`config.mk`:
```
export PLATFORM = sky130hd
export DESIGN_NAME = step_dir_microstep_sequencer
export DESIGN_NICKNAME = d
export VERILOG_FILES = /design/src/shared/stepdir_pkg.sv /design/src/verilog/step_dir_microstep_sequencer.sv
export SDC_FILE = /design/constraint.sdc
export NUM_CORES = 1
export LEC_CHECK = 0
export CAP_MARGIN = 5
export CORE_ASPECT_RATIO = 1.25
export CORE_MARGIN = 10
export CORE_UTILIZATION = 56
export CTS_BUF_LIST = sky130_fd_sc_hd__clkbuf_8
export DETAILED_ROUTE_END_ITERATION = 16
export DONT_BUFFER_PORTS = 1
export HOLD_SLACK_MARGIN = 0.05
export PLACE_DENSITY = 0.71
export SLEW_MARGIN = 20
export SYNTH_ARGS = -nofsm -noshare
export SYNTH_HDL_FRONTEND = slang
export SYNTH_SLANG_ARGS = --single-unit
```
`constraint.sdc`:
```
create_clock -name mclk -period 5.2 [get_ports mclk]
set_input_delay 0.52 -clock mclk [delete_from_list [all_inputs] [get_ports mclk]]
set_output_delay 0.52 -clock mclk [all_outputs]
set_load 0.02 [all_outputs]
```
`src/shared/stepdir_pkg.sv`:
```
// Constants and carrier types for the step/direction sequencer
package stepdir_pkg;

  // Register byte offsets
  localparam logic [4:0] ADDR_CHOP = 5'h00;
  localparam logic [4:0] ADDR_CURR = 5'h04;
  localparam logic [4:0] ADDR_STAT = 5'h08;
  localparam logic [4:0] ADDR_IVAL = 5'h0c;
  localparam logic [4:0] ADDR_INT_STAT = 5'h10;
  localparam logic [4:0] ADDR_INT_CLR = 5'h14;
  localparam logic [4:0] ADDR_INT_EN = 5'h18;

  // Field positions
  localparam int CHOP_MRES_LSB = 0;
  localparam int CHOP_INTPOL_BIT = 4;
  localparam int CHOP_DEDGE_BIT = 5;
  localparam int CURR_HOLD_LSB = 0;
  localparam int CURR_RUN_LSB = 8;
  localparam int STAT_STST_BIT = 16;
  localparam int INT_STST = 0;
  localparam int INT_REALIGN = 1;
  localparam int INT_W = 2;

  // Reset values
  localparam logic [3:0] MRES_RESET = 4'h0;
  localparam logic [4:0] HOLD_RESET = 5'h08;
  localparam logic [4:0] RUN_RESET = 5'h1f;

  // Resolution and timing
  localparam logic [3:0] MRES_FULL = 4'h8;
  localparam int STST_CYCLES_DEFAULT = 2 ** 20;
  localparam int SINE_PEAK = 248;

  typedef struct packed {
    logic [3:0] mres;
    logic intpol;
    logic dedge;
  } chop_cfg_s;

  typedef struct packed {
    logic signed [8:0] a;
    logic signed [8:0] b;
    logic [4:0] scale;
  } coil_drive_s;

  // Quarter-wave magnitude, rational sine approximation, t in 0..256
  function automatic logic [7:0] quarter_sine(input int t);
    int p;
    p = t * (512 - t);
    return 8'((SINE_PEAK * 4 * p) / (327680 - p));
  endfunction : quarter_sine

endpackage : stepdir_pkg

```
`src/verilog/step_dir_microstep_sequencer.sv`:
```
// Step/direction front end with microstep sequencer and interpolator
// Contract
// - Double-edge mode counts both step edges
// - Synchronise step and direction before use
// - Sine table spans four full steps
// - Direction low adds, high subtracts width
// - Step width doubles per coarser resolution
// - Coarser resolution snaps counter to grid
// - Full step visits 128, 384, 640, 896
// - Full-step positions give equal coil currents
// - Coarse grids offset by half the stride
// - Interpolation answers each edge with microsteps
// - One step expands to 1..256 microsteps
// - Interpolator runs only when enabled
// - Microstep spacing is measured period divided
// - Interval saturates; slow rate flags standstill
// - Standstill selects hold current
// - Next active edge clears standstill
// - New rate adopted; outstanding microsteps dropped
//
// Implementation choices: the register offsets and the address-and-strobe port.
module step_dir_microstep_sequencer
  import stepdir_pkg::*;
#(
  parameter int STST_LIMIT = STST_CYCLES_DEFAULT
) (
  // Clock and reset
  input wire logic mclk,
  input wire logic rstn,
  // Step and direction pins
  input wire logic step_in,
  input wire logic dir_in,
  // Register port
  input wire logic [4:0] addr,
  input wire logic [31:0] wdata,
  input wire logic wr,
  input wire logic rd,
  output logic [31:0] rdata,
  // Coil drive and status
  output coil_drive_s drive,
  output logic [9:0] mscnt,
  output logic standstill,
  output logic irq
);

  localparam logic [20:0] LIMIT = 21'(STST_LIMIT);

  chop_cfg_s cfg;
  logic [4:0] hold_scale;
  logic [4:0] run_scale;
  logic [INT_W-1:0] int_stat;
  logic [INT_W-1:0] int_en;

  // Pin synchronisers
  logic step_meta;
  logic step_sync;
  logic step_prev;
  logic dir_meta;
  logic dir_sync;

  always_ff @(posedge mclk or negedge rstn) begin
    if (!rstn) begin
      step_meta <= 1'b0;
      step_sync <= 1'b0;
      step_prev <= 1'b0;
      dir_meta <= 1'b0;
      dir_sync <= 1'b0;
    end else begin
      step_meta <= step_in;
      step_sync <= step_meta;
      step_prev <= step_sync;
      dir_meta <= dir_in;
      dir_sync <= dir_meta;
    end
  end

  // Edge selection; a pin held high through reset reads as one rise
  wire step_rise = step_sync & ~step_prev;
  wire step_toggle = step_sync ^ step_prev;
  wire active = cfg.dedge ? step_toggle : step_rise;

  // Resolution, step width and grid
  logic [3:0] prev_mres;
  wire [3:0] mres_eff = (cfg.mres > MRES_FULL) ? MRES_FULL : cfg.mres;
  wire [9:0] width = 10'h1 << mres_eff;
  wire realign = mres_eff > prev_mres;
  // Keep the stride block, sit at its middle: never 0 or peak current
  wire [9:0] aligned = (mscnt & ~(width - 10'h1)) | (width >> 1);

  always_ff @(posedge mclk or negedge rstn) begin
    if (!rstn) begin
      prev_mres <= MRES_RESET;
    end else begin
      prev_mres <= mres_eff;
    end
  end

  // Step interval measurement and standstill
  logic [20:0] step_timer;
  logic [20:0] last_interval;
  wire timer_full = step_timer == LIMIT;
  wire stst_event = !active && step_timer == LIMIT - 21'h1;

  always_ff @(posedge mclk or negedge rstn) begin
    if (!rstn) begin
      step_timer <= 21'h0;
      last_interval <= LIMIT;
      standstill <= 1'b0;
    end else if (active) begin
      step_timer <= 21'h1;
      last_interval <= step_timer;
      standstill <= 1'b0;
    end else begin
      if (!timer_full) begin
        step_timer <= step_timer + 21'h1;
      end
      if (stst_event) begin
        standstill <= 1'b1;
      end
    end
  end

  // Interpolator
  logic [8:0] remaining;
  logic [20:0] micro_timer;
  logic [20:0] spacing;
  logic interp_dir;
  // Spacing comes from the period that just ended, so a rate change
  // takes one input period to show
  wire [20:0] spacing_calc = step_timer >> mres_eff;
  wire [20:0] spacing_new = (spacing_calc == 21'h0) ? 21'h1 : spacing_calc;
  wire micro_tick = cfg.intpol && remaining != 9'h0 &&
                    micro_timer == 21'h0;

  always_ff @(posedge mclk or negedge rstn) begin
    if (!rstn) begin
      remaining <= 9'h0;
      micro_timer <= 21'h0;
      spacing <= 21'h1;
      interp_dir <= 1'b0;
    end else if (realign || !cfg.intpol) begin
      remaining <= 9'h0;
      micro_timer <= 21'h0;
    end else if (active) begin
      // Outstanding microsteps of the old edge are dropped here
      remaining <= width[8:0];
      micro_timer <= 21'h0;
      spacing <= spacing_new;
      interp_dir <= dir_sync;
    end else if (micro_tick) begin
      remaining <= remaining - 9'h1;
      micro_timer <= spacing - 21'h1;
    end else if (micro_timer != 21'h0) begin
      micro_timer <= micro_timer - 21'h1;
    end
  end

  // Microstep counter; a step coinciding with a realign is dropped
  wire [9:0] step_next = dir_sync ? mscnt - width : mscnt + width;
  wire [9:0] micro_next = interp_dir ? mscnt - 10'h1 : mscnt + 10'h1;

  always_ff @(posedge mclk or negedge rstn) begin
    if (!rstn) begin
      mscnt <= 10'h0;
    end else if (realign) begin
      mscnt <= aligned;
    end else if (!cfg.intpol && active) begin
      mscnt <= step_next;
    end else if (micro_tick) begin
      mscnt <= micro_next;
    end
  end

  // Sine table: one quarter stored, 1024 positions by symmetry
  logic [7:0] qtab [0:256];
  for (genvar g = 0; g <= 256; g++) begin : g_qtab
    assign qtab[g] = quarter_sine(g);
  end

  function automatic logic signed [8:0] coil_value(input logic [9:0] idx);
    logic [7:0] mag;
    mag = idx[8] ? qtab[9'd256 - {1'b0, idx[7:0]}] : qtab[idx[7:0]];
    return idx[9] ? -$signed({1'b0, mag}) : $signed({1'b0, mag});
  endfunction : coil_value

  wire [9:0] cos_idx = mscnt + 10'h100;

  always_ff @(posedge mclk or negedge rstn) begin
    if (!rstn) begin
      drive <= '0;
    end else begin
      drive.a <= coil_value(mscnt);
      drive.b <= coil_value(cos_idx);
      drive.scale <= standstill ? hold_scale : run_scale;
    end
  end

  // Register decode
  wire wr_chop = wr && addr == ADDR_CHOP;
  wire wr_curr = wr && addr == ADDR_CURR;
  wire wr_clr = wr && addr == ADDR_INT_CLR;
  wire wr_en = wr && addr == ADDR_INT_EN;
  wire [INT_W-1:0] clr_mask = wr_clr ? wdata[INT_W-1:0] : '0;
  wire [INT_W-1:0] events = {realign, stst_event};

  always_ff @(posedge mclk or negedge rstn) begin
    if (!rstn) begin
      cfg <= '{mres: MRES_RESET, intpol: 1'b0, dedge: 1'b0};
      hold_scale <= HOLD_RESET;
      run_scale <= RUN_RESET;
      int_en <= '0;
    end else begin
      if (wr_chop) begin
        cfg.mres <= wdata[CHOP_MRES_LSB +: 4];
        cfg.intpol <= wdata[CHOP_INTPOL_BIT];
        cfg.dedge <= wdata[CHOP_DEDGE_BIT];
      end
      if (wr_curr) begin
        hold_scale <= wdata[CURR_HOLD_LSB +: 5];
        run_scale <= wdata[CURR_RUN_LSB +: 5];
      end
      if (wr_en) begin
        int_en <= wdata[INT_W-1:0];
      end
    end
  end

  // Sticky events: a set in the clearing cycle survives
  always_ff @(posedge mclk or negedge rstn) begin
    if (!rstn) begin
      int_stat <= '0;
      irq <= 1'b0;
    end else begin
      int_stat <= (int_stat & ~clr_mask) | events;
      irq <= |(int_stat & int_en);
    end
  end

  // Read mux
  logic [31:0] next_rdata;

  always_comb begin
    next_rdata = 32'h0;
    if (addr == ADDR_CHOP) begin
      next_rdata[CHOP_MRES_LSB +: 4] = cfg.mres;
      next_rdata[CHOP_INTPOL_BIT] = cfg.intpol;
      next_rdata[CHOP_DEDGE_BIT] = cfg.dedge;
    end else if (addr == ADDR_CURR) begin
      next_rdata[CURR_HOLD_LSB +: 5] = hold_scale;
      next_rdata[CURR_RUN_LSB +: 5] = run_scale;
    end else if (addr == ADDR_STAT) begin
      next_rdata[9:0] = mscnt;
      next_rdata[STAT_STST_BIT] = standstill;
    end else if (addr == ADDR_IVAL) begin
      next_rdata[20:0] = last_interval;
    end else if (addr == ADDR_INT_STAT) begin
      next_rdata[INT_W-1:0] = int_stat;
    end else if (addr == ADDR_INT_EN) begin
      next_rdata[INT_W-1:0] = int_en;
    end
  end

  // Read data stands only in the cycle after the strobe
  always_ff @(posedge mclk or negedge rstn) begin
    if (!rstn) begin
      rdata <= 32'h0;
    end else begin
      rdata <= rd ? next_rdata : 32'h0;
    end
  end
endmodule : step_dir_microstep_sequencer

```
==> flow_metrics.tcl <==
set metrics [dict create \
    syn_inst 1667 \
    htreeDepth 4 \
    fin_hold_ws_ps -39.3 \
    root_buffer "clkbuf_8" \
    cp_common_cell "inv_1" \
    rsz0062_at_grt "no" \
    avgRoutedWirePerCell_um 21.2 \
    antennaDiodeCount 0 \
    wl_mm 41.1 \
    die_w_um 161 \
    finalWeightedCongestion 0.983 \
    violations "negative hold slack" \
    place_ws_ps 493 \
    p_total_mw 9.86 \
    slowest_delay_ps 640 \
    p_leak_nw 6.16 \
    dieArea_mm2 0.0314 \
    skew_ps 10.3 \
    max-slew-margin-rel 0.302 \
    grt_pass1_vias 12169 \
    core.rowCount 64 \
    crit_type "flip-flop to flip-flop" \
    dieHeight_um 196 \
    io_pins 110 \
    portBuffers 0 \
    cts.sinks 179 \
    cp_data_required_time_ps 5620 \
    drc_errors 0 \
    synth_cell_types 98 \
    crit_buf_inv 4 \
    crit_slowest_cell "nor2_1" \
    area_growth_pct 4.38 \
    first_iter_violations 1103 \
    synth_edf_count 0 \
    clk_latency_ps 480 \
    ys_warn_count 0 \
    antenna_found_initial 0 \
    synth_top_area_frac 0.310 \
    worst_slew_pin_slew_ps 1030 \
    grt_max_degree 180 \
    report.final.slew_viol_count 0 \
    clockBufferDepth 2 \
    grt_overflow 0 \
    seq_area_frac_synth 0.325 \
    async_flop_share 1.00 \
    ys_dominant_reg_cell "dfrtp_1" \
    synth_largest_area_cell "dfrtp_1" \
    path_cells "inv_1 -> ha_1 -> buf_4 -> inv_1 -> ha_1 -> inv_1 -> nor2_1 -> mux2i_1 -> o41a_1 -> o311ai_0 -> a41oi_1 -> a211oi_1 -> nand3_2 -> o31ai_1 -> xnor2_1" \
    fin_nets 1677 \
    num_vias 12398 \
    fin_crit_sh 0.892 \
    ant_nets 0 \
    arrival_ps 5050 \
    netlist_area_mm2 0.0138 \
    min_period_ps 4640 \
    cts_made_buffers 17 \
    cp-start-kind "flip-flop" \
    cts_resized 0 \
    grt_first_pass_wirelength_mm 66.3 \
    timing.final.ws_setup_ps 562 \
    setup_viol 0 \
    synth_area_leaders "dfrtp_1 31%, nand2_1 4.9%, mux2i_1 4.8%" \
    worst_ir_drop_vdd_uv 326 \
    hold_viol_final 12 \
    cts_tree "built" \
    globalRouteTotalUtil 0.259 \
    power.density_mw_per_mm2 684 \
    dpl.hpwl_mm 29.4 \
    path_clk_slew_ps 100 \
    core_area_mm2 0.0244 \
    drive_gt1_frac 0.110 \
    syn_area_per_cell_um2 8.29 \
    hold_path.class "input port to async pin" \
    cp_top_family "compound AO/OA/AOI/OAI gates" \
    outcome "complete, but fails checks" \
    end_kind "flip-flop" \
    drv_cap 0 \
    vias_per_cell 6.41 \
    start_util 0.566 \
    synth.most_common_cell "nand2_1" \
    ys_ff_latch 179 \
    path_max_fanout 14 \
    synth_common_cells "182 x nand2_1, 171 x dfrtp_1, 162 x nor2_1" \
    max_freq_ghz 0.216 \
    setup_tns_ps 0 \
    dr.pass1.iters 6 \
]
==> where the power goes <==
part | total (mW) | leakage [nW] | switching (mW) | internal (mW)
Sequential | 2.09 | 2.34 | 0.421 | 1.67
Clock | 1.01 | 0.219 | 0.563 | 0.451
Combinational | 6.75 | 3.61 | 4.21 | 2.54
Total | 9.86 | 6.16 | 5.20 | 4.67
==> cell families (layout without fill, tap and decap cells) <==
family	Yosys count	count (layout)	synth area share
xor+xnor	81	81	0.0519
simple gates	595	595	0.209
other cells	1	11	0.000271
fa+ha+maj	45	45	0.0411
mux	114	114	0.0926
compound gates	456	456	0.220
buf+inv	196	122	0.0608
flops	179	179	0.325
==> what timing repair did <==
| item | in CTS | in global routing |
|---|---|---|
| hold buffers | 3 | 0 |
| buffers inserted | 0 | 0 |
| hold endpoints to repair | 181 | 0 |
==> cell type report <==
| cell class | instances | area [µm²] |
|---|---|---|
| Sequential cell | 179 | 4490 |
| Inverter | 49 | 184 |
| Clock buffer | 17 | 234 |
| Tap cell | 330 | 413 |
| Multi-Input combinational cell | 1302 | 8570 |
| Clock inverter | 15 | 196 |
| Fill cell | 2172 | 10000 |
| Timing Repair Buffer | 41 | 333 |
==> state kept, by name, indices dropped and copies added, names as in the netlist <==
name and cells:
cfg 6, dir_meta 1, dir_sync 1, drive 23, hold_scale 5, int_en 2
int_stat 2, interp_dir 1, irq 1, last_interval 21, micro_timer 21, mscnt 10
prev_mres 4, rdata 21, remaining 9, run_scale 5, spacing 21, standstill 1
step_meta 1, step_prev 1, step_sync 1, step_timer 21
==> worst reg2reg max path, cell delays in order, from the launching register on <==
cell	delay (ps)
dfrtp_1	390
inv_1	290
ha_1	230
buf_4	220
inv_1	170
ha_1	330
inv_1	240
nor2_1	640
mux2i_1	160
o41a_1	330
o311ai_0	140
a41oi_1	330
a211oi_1	500
nand3_2	160
o31ai_1	310
xnor2_1	150
==> cells in the final DEF (no fill, tap or decap), types with 29 or more instances in the layout <==
cell type and count:
a211oi_1 34, a21oi_1 103, a31oi_1 29, buf_4 38, dfrtp_1 167, ha_1 43, inv_1 45, mux2_2 41
mux2i_1 66, nand2_1 182, nand3_1 50, nor2_1 162, nor3_1 37, o21ai_0 124, xnor2_1 40, xor2_1 37
==> layer usage <==
metal | vias to the layer above | global-route usage | wire (µm)
met2 | 446 | 0.455 | 21000
met4 | 0 | 0.141 | 2180
met5 | - | 0 | 0
met1 | 5974 | 0.297 | 15900
li1 | 5835 | - | -
met3 | 143 | 0.0345 | 2000
==> metrics by stage <==
stage / std cells / area [µm²] / utilization
floorplan: 1677 / 13900 / -
global placement: 1898 / 13900 / 0.571
detailed placement: 1898 / 13900 / 0.571
CTS: 1933 / 14400 / 0.590
global route: 1933 / 14400 / 0.591
finish: 1933 / 14400 / 0.591
==> final timing paths <==
kind / to / from / slack, ps / cells past startpoint
setup reg to reg: drive[21]$_DFF_PN0_ / mscnt[1]$_DFFE_PN0P_ / 560 / 15
min in group mclk: rdata[1]$_DFF_PN0_ / rd / 150 / 1
hold / removal: drive[9]$_DFF_PN0_ / rstn / -40 / 1
setup / recovery: drive[21]$_DFF_PN0_ / mscnt[1]$_DFFE_PN0P_ / 560 / 15
hold reg to reg: step_sync$_DFF_PN0_ / step_meta$_DFF_PN0_ / 360 / 0
max in group asynchronous: mscnt[4]$_DFFE_PN0P_ / rstn / 4360 / 1
Power figures use the tool's default switching activity.
